**config.mk**
```make
export PLATFORM = sky130hd
export DESIGN_NAME = rcc_top
export DESIGN_NICKNAME = d
export VERILOG_FILES = /design/src/rcc_top.v /design/src/rcc_edge.v
export VERILOG_INCLUDE_DIRS = /design/src
export SDC_FILE = /design/constraint.sdc
export NUM_CORES = 1
export LEC_CHECK = 0
export ABC_AREA = 1
export BUFFER_PORTS_ARGS = -buffer_cell sky130_fd_sc_hd__clkbuf_2
export CAP_MARGIN = 15
export CORE_MARGIN = 1.5
export CORE_UTILIZATION = 45
export CTS_CLUSTER_DIAMETER = 80
export DETAILED_ROUTE_END_ITERATION = 8
export GPL_TIMING_DRIVEN = 0
export PLACE_DENSITY = 0.74
export SYNTH_ARGS = -nofsm -noshare
export SYNTH_HDL_FRONTEND = slang
export SYNTH_SLANG_ARGS = --single-unit
```
**constraint.sdc**
```tcl
create_clock -name clk -period 3.41 [get_ports clk]
set_input_delay 0.341 -clock clk [delete_from_list [all_inputs] [get_ports clk]]
set_output_delay 0.341 -clock clk [all_outputs]
set_load 0.03 [all_outputs]
```
**src/rcc_map.vh**
```
// Register offsets, field positions and timing constants of the real-time counter control block.
`ifndef RCC_MAP_VH
`define RCC_MAP_VH
// ****************************************************************
// Register offsets
// ****************************************************************
`define RCC_ADDR_PER 4'h0
`define RCC_ADDR_CTL0 4'h1
`define RCC_ADDR_CTL1 4'h2
`define RCC_ADDR_CTL2 4'h3
`define RCC_ADDR_IRQ_STAT 4'h4
`define RCC_ADDR_IRQ_MASK 4'h5
// ****************************************************************
// Field positions
// ****************************************************************
`define RCC_PER_CNT_EN 7
`define RCC_PER_RSVD 1
`define RCC_CTL0_RUN 7
`define RCC_CTL0_KHZ_OE 6
`define RCC_CTL0_HZ_OE 5
`define RCC_CTL1_ALARM_FLAG 4
`define RCC_CTL1_FIX_FLAG 3
`define RCC_CTL2_INT_EN 7
`define RCC_CTL2_DIV_EN 6
`define RCC_CTL2_DIV_SEL_HI 5
`define RCC_CTL2_DIV_SEL_LO 3
`define RCC_CTL2_SEL_HI 2
`define RCC_CTL2_SEL_LO 0
// ****************************************************************
// Reset values and event bits
// ****************************************************************
`define RCC_RST_BYTE 8'h00
`define RCC_EV_FIX 0
`define RCC_EV_ALARM 1
// ****************************************************************
// Timing
// ****************************************************************
`define RCC_STOP_TAIL 2'h2
`define RCC_DIV_TAP_BASE 4'h5
`endif

```
**src/rcc_top.v**
```verilog
// Real-time counter control registers, flag protection and divided clock output.
`timescale 1ns/100ps
`default_nettype none
`include "rcc_map.vh"
// Functional notes
// - While the clock supply enable is 0, control register writes are ignored and reads give reset values.
// - Output enables should change only while counting is stopped, since changing them while running may glitch.
// - A single-bit write to the second control register may clear both flags it holds.
// - Writing 1 to a flag position leaves the flag unchanged; software writes whole bytes with ones there.
// - A stopped divided output toggles for at most two subsystem clocks, then rests low.
module rcc_top
#(
  parameter DIV_W = 16
)
(
  input wire clk,
  input wire rst_n,
  input wire subsystem_osc_clock,
  input wire [3:0] addr,
  input wire [7:0] wdata,
  input wire wr,
  input wire rd,
  input wire fix_event,
  input wire alarm_event,
  output reg [7:0] rdata,
  output reg khz_out,
  output reg one_hz_out,
  output reg divided_clock_out_pin,
  output reg irq
);
  // ****************************************************************
  // Subsystem clock edge detection and event synchronisers
  // ****************************************************************
  wire sub_tick;
  reg fix_s1_r;
  reg fix_s2_r;
  reg alm_s1_r;
  reg alm_s2_r;
  rcc_edge u_edge
  (
    .clk(clk),
    .rst_n(rst_n),
    .din(subsystem_osc_clock),
    .rise_r(sub_tick)
  );
  always @(posedge clk or negedge rst_n)
  begin
    if (!rst_n)
    begin
      fix_s1_r <= 1'b0;
      fix_s2_r <= 1'b0;
      alm_s1_r <= 1'b0;
      alm_s2_r <= 1'b0;
    end
    else
    begin
      fix_s1_r <= fix_event;
      fix_s2_r <= fix_s1_r;
      alm_s1_r <= alarm_event;
      alm_s2_r <= alm_s1_r;
    end
  end
  // ****************************************************************
  // Registers
  // ****************************************************************
  reg [7:0] per_r;
  reg [7:0] ctl0_r;
  reg [7:0] ctl1_r;
  reg [7:0] ctl2_r;
  reg [1:0] stat_r;
  reg [1:0] mask_r;
  reg fix_d_r;
  reg alm_d_r;
  wire cnt_en = per_r[`RCC_PER_CNT_EN];
  wire fix_set = fix_s2_r & ~fix_d_r;
  wire alm_set = alm_s2_r & ~alm_d_r;
  wire [1:0] ev;
  assign ev[`RCC_EV_FIX] = fix_set;
  assign ev[`RCC_EV_ALARM] = alm_set;
  // ****************************************************************
  // Write decode
  // ****************************************************************
  // Control writes are qualified by the clock supply enable, the others are not.
  wire wr_per = wr & (addr == `RCC_ADDR_PER);
  wire wr_ctl0 = wr & cnt_en & (addr == `RCC_ADDR_CTL0);
  wire wr_ctl1 = wr & cnt_en & (addr == `RCC_ADDR_CTL1);
  wire wr_ctl2 = wr & cnt_en & (addr == `RCC_ADDR_CTL2);
  wire wr_stat = wr & (addr == `RCC_ADDR_IRQ_STAT);
  wire wr_mask = wr & (addr == `RCC_ADDR_IRQ_MASK);
  // ****************************************************************
  // Event edge detection
  // ****************************************************************
  // Events arrive as levels from the counting logic; only their rising edges set flags.
  always @(posedge clk or negedge rst_n)
  begin
    if (!rst_n)
    begin
      fix_d_r <= 1'b0;
      alm_d_r <= 1'b0;
    end
    else
    begin
      fix_d_r <= fix_s2_r;
      alm_d_r <= alm_s2_r;
    end
  end
  // ****************************************************************
  // Peripheral enable register
  // ****************************************************************
  always @(posedge clk or negedge rst_n)
  begin
    if (!rst_n)
      per_r <= `RCC_RST_BYTE;
    else if (wr_per)
    begin
      per_r <= wdata;
      // The reserved bit never stores a one, whatever software writes.
      per_r[`RCC_PER_RSVD] <= 1'b0;
    end
  end
  // ****************************************************************
  // Control registers
  // ****************************************************************
  // Without the clock supply enable the control registers are held at their reset value.
  always @(posedge clk or negedge rst_n)
  begin
    if (!rst_n)
    begin
      ctl0_r <= `RCC_RST_BYTE;
      ctl2_r <= `RCC_RST_BYTE;
    end
    else if (!cnt_en)
    begin
      ctl0_r <= `RCC_RST_BYTE;
      ctl2_r <= `RCC_RST_BYTE;
    end
    else
    begin
      if (wr_ctl0)
        ctl0_r <= wdata;
      if (wr_ctl2)
        ctl2_r <= wdata;
    end
  end
  always @(posedge clk or negedge rst_n)
  begin
    if (!rst_n)
      ctl1_r <= `RCC_RST_BYTE;
    else if (!cnt_en)
      ctl1_r <= `RCC_RST_BYTE;
    else if (wr_ctl1)
    begin
      ctl1_r <= wdata;
      // A written 1 keeps a flag, a written 0 clears it; a new event wins.
      ctl1_r[`RCC_CTL1_FIX_FLAG] <= fix_set | (ctl1_r[`RCC_CTL1_FIX_FLAG] & wdata[`RCC_CTL1_FIX_FLAG]);
      ctl1_r[`RCC_CTL1_ALARM_FLAG] <= alm_set | (ctl1_r[`RCC_CTL1_ALARM_FLAG] & wdata[`RCC_CTL1_ALARM_FLAG]);
    end
    else
    begin
      if (fix_set)
        ctl1_r[`RCC_CTL1_FIX_FLAG] <= 1'b1;
      if (alm_set)
        ctl1_r[`RCC_CTL1_ALARM_FLAG] <= 1'b1;
    end
  end
  // ****************************************************************
  // Interrupt status and mask
  // ****************************************************************
  always @(posedge clk or negedge rst_n)
  begin
    if (!rst_n)
    begin
      stat_r <= 2'h0;
      mask_r <= 2'h0;
    end
    else
    begin
      // A set that meets a write-one-to-clear in the same cycle wins.
      if (wr_stat)
        stat_r <= ev | (stat_r & ~wdata[1:0]);
      else
        stat_r <= stat_r | ev;
      if (wr_mask)
        mask_r <= wdata[1:0];
    end
  end
  // ****************************************************************
  // Read port and interrupt
  // ****************************************************************
  // Control reads are gated by the enable too, which covers the cycle in which they are still being cleared.
  reg [7:0] rd_mux;
  wire [1:0] pend = stat_r & mask_r;
  always @*
  begin
    case (addr)
      `RCC_ADDR_PER: rd_mux = per_r;
      `RCC_ADDR_CTL0: rd_mux = cnt_en ? ctl0_r : `RCC_RST_BYTE;
      `RCC_ADDR_CTL1: rd_mux = cnt_en ? ctl1_r : `RCC_RST_BYTE;
      `RCC_ADDR_CTL2: rd_mux = cnt_en ? ctl2_r : `RCC_RST_BYTE;
      `RCC_ADDR_IRQ_STAT: rd_mux = {6'h00, stat_r};
      `RCC_ADDR_IRQ_MASK: rd_mux = {6'h00, mask_r};
      default: rd_mux = 8'h00;
    endcase
  end
  always @(posedge clk or negedge rst_n)
  begin
    if (!rst_n)
      rdata <= 8'h00;
    else
      rdata <= rd ? rd_mux : 8'h00;
  end
  // The interrupt is a level, one cycle behind the status bits.
  always @(posedge clk or negedge rst_n)
  begin
    if (!rst_n)
      irq <= 1'b0;
    else
      irq <= |pend;
  end
  // ****************************************************************
  // Clock dividers and outputs
  // ****************************************************************
  wire run = ctl0_r[`RCC_CTL0_RUN];
  wire [2:0] div_sel = ctl2_r[`RCC_CTL2_DIV_SEL_HI:`RCC_CTL2_DIV_SEL_LO];
  wire div_en = ctl2_r[`RCC_CTL2_DIV_EN];
  reg [DIV_W-1:0] div_cnt_r;
  reg [1:0] tail_r;
  reg div_act_r;
  reg sub_pulse_r;
  // The tap select picks counter bit sel plus the base, so larger codes give slower outputs.
  wire div_tap = div_cnt_r[{1'b0, div_sel} + `RCC_DIV_TAP_BASE];
  // Counting restarts from zero when run goes low, so the first period may be short.
  always @(posedge clk or negedge rst_n)
  begin
    if (!rst_n)
      div_cnt_r <= {DIV_W{1'b0}};
    else if (!run)
      div_cnt_r <= {DIV_W{1'b0}};
    else if (sub_tick)
      div_cnt_r <= div_cnt_r + {{(DIV_W-1){1'b0}}, 1'b1};
  end
  // A one-cycle pulse on every synchronised subsystem rising edge feeds the kHz output.
  always @(posedge clk or negedge rst_n)
  begin
    if (!rst_n)
      sub_pulse_r <= 1'b0;
    else
      sub_pulse_r <= sub_tick;
  end
  // ****************************************************************
  // Clock outputs
  // ****************************************************************
  // Enables take effect immediately, which is why changing them while running may glitch.
  always @(posedge clk or negedge rst_n)
  begin
    if (!rst_n)
      khz_out <= 1'b0;
    else
      khz_out <= ctl0_r[`RCC_CTL0_KHZ_OE] & sub_pulse_r;
  end
  always @(posedge clk or negedge rst_n)
  begin
    if (!rst_n)
      one_hz_out <= 1'b0;
    else
      one_hz_out <= ctl0_r[`RCC_CTL0_HZ_OE] & run & div_cnt_r[DIV_W-1];
  end
  // ****************************************************************
  // Divided clock output pin
  // ****************************************************************
  // After the enable falls the pin runs out a short tail on subsystem edges, then rests low.
  always @(posedge clk or negedge rst_n)
  begin
    if (!rst_n)
    begin
      divided_clock_out_pin <= 1'b0;
      tail_r <= 2'h0;
      div_act_r <= 1'b0;
    end
    else if (div_en && run)
    begin
      div_act_r <= 1'b1;
      tail_r <= `RCC_STOP_TAIL;
      divided_clock_out_pin <= div_tap;
    end
    else if (div_act_r)
    begin
      if (sub_tick)
      begin
        if (tail_r == 2'h0)
        begin
          div_act_r <= 1'b0;
          divided_clock_out_pin <= 1'b0;
        end
        else
        begin
          tail_r <= tail_r - 2'h1;
          divided_clock_out_pin <= ~divided_clock_out_pin;
        end
      end
    end
    else
      divided_clock_out_pin <= 1'b0;
  end
endmodule
`default_nettype wire

```
**src/rcc_edge.v**
```verilog
// Rising-edge detector for the subsystem clock after a two-stage synchroniser.
`timescale 1ns/100ps
`default_nettype none
module rcc_edge
(
  input wire clk,
  input wire rst_n,
  input wire din,
  output reg rise_r
);
  reg s1_r;
  reg s2_r;
  reg s3_r;
  always @(posedge clk or negedge rst_n)
  begin
    if (!rst_n)
    begin
      s1_r <= 1'b0;
      s2_r <= 1'b0;
      s3_r <= 1'b0;
      rise_r <= 1'b0;
    end
    else
    begin
      s1_r <= din;
      s2_r <= s1_r;
      s3_r <= s2_r;
      rise_r <= s2_r & ~s3_r;
    end
  end
endmodule
`default_nettype wire

```
==> flow_summary.ini, run 1 <==
[layout]
final_cell_mix = nand2_1 (90), dfrtp_1 (77), inv_1 (71)
final_common_cell = nand2_1
layout-drive-gt1-share_pct = 17.3
layoutNonFillerInstCount = 583
area_growth_syn_to_layout_pct = 14.6
n_antenna_cell = 0
fill_cells = 733
nets = 499

[placed_design]
dp_hpwl_mm = 5.72
port_buffers = 30
place_ws_ns = 1.89
place_inst = 567
routabilityCongestion = 0.867

[logic_synthesis]
syn_avg_cell_area_um2 = 8.37
synth_top_area_share_pct = 53.0
yosysWarnings = 0
synth_edf_count = 0
ys_seq_area_share_pct = 53.0
syn-cell-area_um2 = 3630
syn-num-nets = 456
ys_ff_latch = 77
synth_area_leader_cell = dfrtp_1
ys_async_sr_fraction_pct = 100
ys_types = 34
synthCells = 434
synth_ff_type = dfrtp_1
synth.area.top_cells = dfrtp_1 (53%), nand2_1 (9.3%), inv_1 (7.3%)

[die]
die_y_um = 92.9
dieArea_um2 = 8630
floorplan.initialDensity_pct = 46.8
io_pins = 31
fp.dieW_um = 92.9
rows = 32
core_um2 = 7770

[pwr]
p_per_area_nw_per_um2 = 527
power.total_mw = 2.20
p_leak_nw = 2.05
ir_drop_uv = 279

[critical_path]
crit_path_start_kind = flop
critPathKind = flop to flop
crit_required_ns = 3.69
crit_fanout = 6
worst_setup_path_end_kind = flop
arrival_ns = 1.80

[global_routing]
grt_util_met2_pct = 33.6
grt_pass1_wl_mm = 13.8
grt_usage_pct = 20.3
antenna_found_initial = 0
grt_pass1_vias = 3077
use_met1_pct = 26.0
globalRouteOverflowTotal = 0
grt_busiest_layer = met2
grt_max_degree = 46
use_met3_pct = 4.84

[worst_hold_path]
min_path_type = primary input to flop

[sta]
fmax_mhz = 658
hold_viol_final = 0
tightestPinTransition_ns = 0.485
grt_setup_unrepaired = no
tns_ns = 0
slew_headroom_pct = 67.6
min_period_ns = 1.52
final.setup_skew_ns = 0.0122
whs_ns = 0.0964
setup_viol = 0
post-route-period-util_pct = 44.6
postLayoutSetupSlackWorst_ns = 1.89
slew_viol_final = 0

[clock_tree]
cts_root_buf = clkbuf_8
post_cts_resized = 0
cts_tree = built
insertion_delay_ns = 0.35
clk_path_buf_depth = 2
cts.sinks = 77
path_clk_slew_ns = 0.08
cts_inserted_buffers = 9
cts_htree_levels = 3

[detailed_routing]
routed-via-count = 2980
viasPerCell = 5.11
drt_pass1_iterations = 4
wirelength_mm = 7.79
drc = 0
wire_per_inst_um = 13.4
detail-route-antenna-nets = 0
first_iter_violations = 136

[outcome]
outcome = finished, final reports clean

[run]
drv_cap = 0
## flip-flops by register name (all words and copies together) (netlist names), 2 cells and up
| register | flops |
|---|---|
| mask_r | 2 |
| ctl2_r | 8 |
| per_r | 7 |
| rdata | 8 |
| div_cnt_r | 16 |
| tail_r | 2 |
| ctl1_r | 8 |
| stat_r | 2 |
| ctl0_r | 8 |
## cell usage after synthesis (2+ instances only)
master    number
nand2_4        2
nor3_1         9
nand4_1        3
dfrtp_1       77
nand2_2        6
inv_2          7
nor2_1        12
buf_4          2
o21ai_0       20
nor3_2         2
nor2_2         5
nand3_2        3
nand3_1       42
inv_1         71
nand2_1       90
a31oi_1        2
nand3b_1       2
a21oi_1       19
o21ai_1       30
buf_2          6
ha_1           3
o22ai_1        9
## kinds of logic after synthesis
family	after synthesis	synth area share, %
simple gates	179	23.3
flops	77	53.0
fa+ha+maj	3	1.03
buf+inv	89	9.85
compound gates	84	12.3
xor+xnor	1	0.241
mux	1	0.310
## worst paths after layout
path	slack, ns	depth (start not counted)	startpoint	to
worst max-delay path	1.89	8	u_edge.rise_r	div_cnt_r[12]
worst min-delay path	0.1	1	alarm_event	alm_s1_r
worst max register to register	1.89	8	u_edge.rise_r	div_cnt_r[12]
worst min register to register	0.36	0	alm_s1_r	alm_s2_r
max in group asynchronous	2.32	3	rst_n	fix_d_r
min in group asynchronous	0.51	2	rst_n	div_cnt_r[10]
## metrics by stage
stage / utilization [%] / instance area, um2
after CTS: 53.6 / 4170
after global placement: 50.4 / 3910
after floorplan: - / 3630
after detailed placement: 50.8 / 3940
after global routing: 53.6 / 4170
final: 53.6 / 4170
## cell type report
| class | count | area (um2) | area share [%] |
|---|---|---|---|
| buffer | 9 | 56.3 | 1.35 |
| multi-input combinational | 268 | 1350 | 32.4 |
| inverter | 80 | 302 | 7.24 |
| sequential | 77 | 1930 | 46.3 |
| clock buffer | 9 | 124 | 2.97 |
| timing repair buffer | 32 | 190 | 4.57 |
| tap | 102 | 128 | 3.06 |
| clock inverter | 6 | 88.8 | 2.13 |
## critical path, stage by stage (launching register included)
cell and delay (ns):
dfrtp_1 0.50, inv_2 0.11, nand2_4 0.11, nand3_2 0.11, nor2_2 0.18, nand2_1 0.14, o21ai_1 0.16, nand2_1 0.07
nor2_1 0.08
## power breakdown
| group | switching, mW | internal, mW | total [mW] |
|---|---|---|---|
| Clock | 0.337 | 0.408 | 0.745 |
| Combinational | 0.269 | 0.138 | 0.408 |
| Sequential | 0.0442 | 1.00 | 1.04 |
## metal layers
| layer | vias to the layer above | part of all wire, % |
|---|---|---|
| li1 | 1490 | - |
| met1 | 1400 | 44 |
| met2 | 81 | 49 |
| met3 | 9 | 5.4 |
| met4 | 0 | 1.2 |
| met5 | - | 0 |
## what timing repair did
item / 4_1_cts / 5_1_grt
setup buffers: 0 / 0
hold buffers: 1 / 0
hold endpoints to repair: 32 / 0
(Power assumes the default switching activity.)
==> inputs of run 2 (changes only) <==
==> constraint.sdc (replaced) <==
create_clock -name clk -period 1.6 [get_ports clk]
set_input_delay 0.16 -clock clk [delete_from_list [all_inputs] [get_ports clk]]
set_output_delay 0.16 -clock clk [all_outputs]
set_load 0.03 [all_outputs]
==> run 2 against run 1 <==
Net effect: worst setup slack lost 1.8 ns; register-to-register slack lost 1.8 ns; maximum frequency grew 3.6%; sequential share of layout area shrank 0.32 points; clock skew is essentially flat; utilization grew 0.40 points.
==> flow_summary.ini, run 2 (synthesis results as in run 1) <==
[sta]
final.setup_skew_ns = 0.0125
slew_viol_final = 0
hold_viol_final = 0
tightestPinTransition_ns = 0.480
grt_setup_unrepaired = no
post-route-period-util_pct = 91.6
fmax_mhz = 682
min_period_ns = 1.47
slew_headroom_pct = 68.0
setup_viol = 0

[layout]
area_growth_syn_to_layout_pct = 15.5
fin_util_pct = 54.0
n_antenna_cell = 0
layoutNonFillerInstCount = 586
largest_register_ffs = 16
final_cell_mix = nand2_1 (90), dfrtp_1 (76), inv_1 (71)
layout-drive-gt1-share_pct = 17.4
largest-register = div_cnt_r
final_common_cell = nand2_1
nets = 502

[pwr]
p_per_area_nw_per_um2 = 1120
switching_share_pct = 29.7
pwr-share-clk_pct = 33.8
ir_drop_uv = 604
intPower_mw = 3.30
seq_power_share_pct = 47.5
p_comb_share_pct = 18.7
p_leak_nw = 2.06
power.total_mw = 4.69
switching_power_mw = 1.39

[global_routing]
antenna_found_initial = 0
grt_pass1_wl_mm = 13.8
grt_max_degree = 46
globalRouteOverflowTotal = 0
grt_usage_pct = 20.3
grt_pass1_vias = 3076

[placed_design]
place_inst = 567
routabilityCongestion = 0.867
dp_hpwl_mm = 5.72
port_buffers = 30

[outcome]
outcome = finished, final reports clean

[critical_path]
crit_path_start_kind = flop
worst_setup_path_end_kind = flop
reg2regPathDepth = 8
crit_fanout = 8
crit_required_ns = 1.87
critPathKind = flop to flop
arrival_ns = 1.74

[detailed_routing]
detail-route-antenna-nets = 0
routed-via-count = 2985
viasPerCell = 5.09
wire_per_inst_um = 13.4
wirelength_mm = 7.83
drc = 0
first_iter_violations = 141
drt_pass1_iterations = 4

[clock_tree]
cts_inserted_buffers = 9
path_clk_slew_ns = 0.09
cts.sinks = 77
cts_root_buf = clkbuf_8
cts_tree = built
post_cts_buffers = 0
insertion_delay_ns = 0.34
cts_htree_levels = 3
clk_path_buf_depth = 2

[die]
rows = 32
core_um2 = 7770
dieArea_um2 = 8630
fp.dieW_um = 92.9
io_pins = 31
floorplan.initialDensity_pct = 46.8
die_y_um = 92.9

[run]
drv_cap = 0

[worst_hold_path]
min_path_type = primary input to flop
holdPathStages = 3
## run 2: layout make-up
class | count | area [um2]
buffer | 9 | 56.3
clock buffer | 9 | 124
clock inverter | 6 | 88.8
fill | 732 | 3570
inverter | 80 | 302
multi-input combinational | 268 | 1350
sequential | 77 | 1930
tap | 102 | 128
timing repair buffer | 35 | 220
## run 2: power groups by stage
stage                     Sequential [mW]  Combinational [mW]  Clock (mW)
after floorplan                      2.28               0.578           0
after detailed placement             2.26               0.873           0
after global routing                 2.25                1.02        1.69
after global placement               2.26               0.838           0
after CTS                            2.23               0.883        1.62
final                                2.23               0.878        1.59
## run 2: per-stage QoR
stage | TNS, ns | hold WS, ns | worst slack, ns | cell area [um2]
2_1_floorplan | 0 | -0.136 | 0.336 | 3630
3_3_place_gp | -26.47 | 0.269 | -0.349 | 3910
3_5_place_dp | 0 | 0.170 | 0.109 | 3940
4_1_cts | 0 | 0.0506 | 0.0871 | 4200
5_1_grt | 0 | 0.0561 | 0.000596 | 4200
6_report | 0 | 0.0710 | 0.134 | 4200
## run 2: routing by layer
metal	routed length, um	global-route usage, %	vias to the layer above
met5	0	0	-
met4	113	6.94	0
met3	391	4.84	10
met2	3810	33.6	82
met1	3510	26.0	1394
li1	-	-	1499
## run 2: critical path: stages (launching register included)
cell	delay [ns]
dfrtp_1	0.36
buf_2	0.18
nand2_4	0.13
nand3_2	0.11
nor2_2	0.18
nand2_1	0.13
o21ai_1	0.16
nand2_1	0.07
nor2_1	0.08
## run 2: worst paths after layout
kind / startpoint / endpoint / slack (ns)
setup / recovery: ctl0_r[7] / div_cnt_r[12] / 0.13
hold / removal: wdata[7] / ctl1_r[7] / 0.07
setup reg to reg: ctl0_r[7] / div_cnt_r[12] / 0.13
hold reg to reg: alm_s1_r / alm_s2_r / 0.36
max in group asynchronous: rst_n / u_edge.rise_r / 0.67
min in group asynchronous: rst_n / div_cnt_r[10] / 0.33
## run 2: repair_timing
action | CTS | global route
endpoints found under the setup margin | 0 | 2
hold buffers | 4 | 0
resized for setup | 0 | 1
hold endpoints to repair | 35 | 0
==> inputs of run 3 (changes only) <==
--- a/config.mk
+++ b/config.mk
@@ -9,11 +9,11 @@
 export ABC_AREA = 1
 export BUFFER_PORTS_ARGS = -buffer_cell sky130_fd_sc_hd__clkbuf_2
 export CAP_MARGIN = 15
-export CORE_MARGIN = 1.5
 export CORE_UTILIZATION = 45
 export CTS_CLUSTER_DIAMETER = 80
 export DETAILED_ROUTE_END_ITERATION = 8
 export GPL_TIMING_DRIVEN = 0
+export HOLD_SLACK_MARGIN = 0.02
 export PLACE_DENSITY = 0.74
 export SYNTH_ARGS = -nofsm -noshare
 export SYNTH_HDL_FRONTEND = slang
==> run 3 against run 2 <==
Net effect: sequential power is essentially flat; register-to-register slack improved by 0.03 ns; global-route usage rose by 0.53 points; sequential cell count stayed put; worst setup slack better by 0.029 ns; combinational power about the same; final cell count rose by 0.17%; sequential share of layout area decreased by 0.18 points; clock power grew 3%; critical path type unchanged; critical endpoint unchanged.
==> flow_summary.ini, run 3 (synthesis results as in run 1) <==
[outcome]
outcome = finished, final reports clean

[detailed_routing]
routed-via-count = 3058
viasPerCell = 5.21
first_iter_violations = 138
wirelength_mm = 7.71
detail-route-antenna-nets = 0
drt_pass1_iterations = 5
drc = 0
wire_per_inst_um = 13.1

[sta]
setup_viol = 0
slew_viol_final = 0
fmax_mhz = 696
tightestPinTransition_ns = 0.452
post-route-period-util_pct = 89.9
slew_headroom_pct = 69.9
final.setup_skew_ns = 0.00989
hold_viol_final = 0
min_period_ns = 1.44
grt_setup_unrepaired = no

[global_routing]
grt_pass1_vias = 3068
antenna_found_initial = 0
grt_max_degree = 48
globalRouteOverflowTotal = 0
grt_usage_pct = 20.8
grt_pass1_wl_mm = 13.8

[clock_tree]
cts_inserted_buffers = 9
cts_htree_levels = 3
insertion_delay_ns = 0.34
cts_tree = built
clk_path_buf_depth = 2
path_clk_slew_ns = 0.08
cts.sinks = 77
cts_root_buf = clkbuf_8

[pwr]
p_leak_nw = 2.07
ir_drop_uv = 552
p_per_area_nw_per_um2 = 1130

[die]
dieArea_um2 = 8440
die_y_um = 91.9
fp.dieW_um = 91.9
io_pins = 31
rows = 32
core_um2 = 7770
floorplan.initialDensity_pct = 46.8

[run]
drv_cap = 0

[layout]
design_area_um2 = 4210
layout-drive-gt1-share_pct = 17.5
final_common_cell = nand2_1
area_growth_syn_to_layout_pct = 15.9
largest-register = div_cnt_r
layoutNonFillerInstCount = 587
fill_cells = 743
n_antenna_cell = 0
nets = 502
largest_register_ffs = 16
final_cell_mix = nand2_1 (90), dfrtp_1 (76), inv_1 (71)

[placed_design]
routabilityCongestion = 0.855
port_buffers = 30
postPlaceCellArea_um2 = 3940
place_inst = 567
dp_hpwl_mm = 5.61

[critical_path]
crit_path_start_kind = flop
crit_fanout = 8
critPathKind = flop to flop
worst_setup_path_end_kind = flop
crit_required_ns = 1.83
arrival_ns = 1.67

[worst_hold_path]
min_path_type = primary input to flop
==> run 3: worst paths after layout <==
kind / startpoint / endpoint / slack (ns) / cells past startpoint
worst max-delay path: ctl0_r[7] / div_cnt_r[12] / 0.16 / 7
worst min-delay path: wdata[3] / per_r[3] / 0.05 / 2
worst max register to register: ctl0_r[7] / div_cnt_r[12] / 0.16 / 7
worst min register to register: u_edge.s1_r / u_edge.s2_r / 0.35 / 0
max in group asynchronous: rst_n / u_edge.s3_r / 0.71 / 3
min in group asynchronous: rst_n / div_cnt_r[10] / 0.32 / 2
==> run 3: layer usage <==
metal	vias to the layer above	track usage (%)	share of wire (%)
met1	1453	27.1	44
met5	-	0	0
met2	104	33.6	49
li1	1489	-	-
met4	0	8.33	1.4
met3	12	4.81	5.5
==> run 3: worst max-delay path, stage by stage, from the launching register on <==
cell and delay [ns]:
dfrtp_1 0.36, buf_2 0.18, nand2_4 0.13, nand3_2 0.11
nor2_2 0.17, nand2_1 0.13, nor3_1 0.18, nor2_1 0.07
==> run 3: report_power, final <==
| part | switching, mW | internal, mW | total [mW] |
|---|---|---|---|
| clock | 0.716 | 0.924 | 1.64 |
| sequential | 0.100 | 2.13 | 2.23 |
| combinational | 0.577 | 0.299 | 0.875 |
| total | 1.39 | 3.35 | 4.75 |
==> run 3: area by class of cell <==
class                      count  area, um2  share of cell area [%]
timing repair buffer          35        220                    5.23
sequential                    77       1930                    45.8
multi-input combinational    268       1350                    32.0
clock inverter                 5       83.8                    1.99
tap                          102        128                    3.03
clock buffer                  11        141                    3.36
buffer                         9       56.3                    1.34
inverter                      80        305                    7.25
==> run 3: repair_timing <==
action                                  CTS  global route
hold buffers                              4             0
endpoints found under the hold margin    33             0
buffers inserted                          0             0
resized for setup                         0             2
endpoints found under the setup margin    0             3
==> run 3: through the flow <==
stage                     utilization, %  setup TNS (ns)  setup slack (ns)  hold WS [ns]  power (mW)
final                               54.2               0             0.162        0.0464        4.75
after floorplan                        -               0             0.336        -0.136        2.86
after global routing                54.2               0          0.000537        0.0462        5.03
after detailed placement            50.8               0             0.150         0.167        3.14
after CTS                           54.2               0             0.126        0.0305        4.80
after global placement              50.4          -26.23            -0.344         0.268        3.09
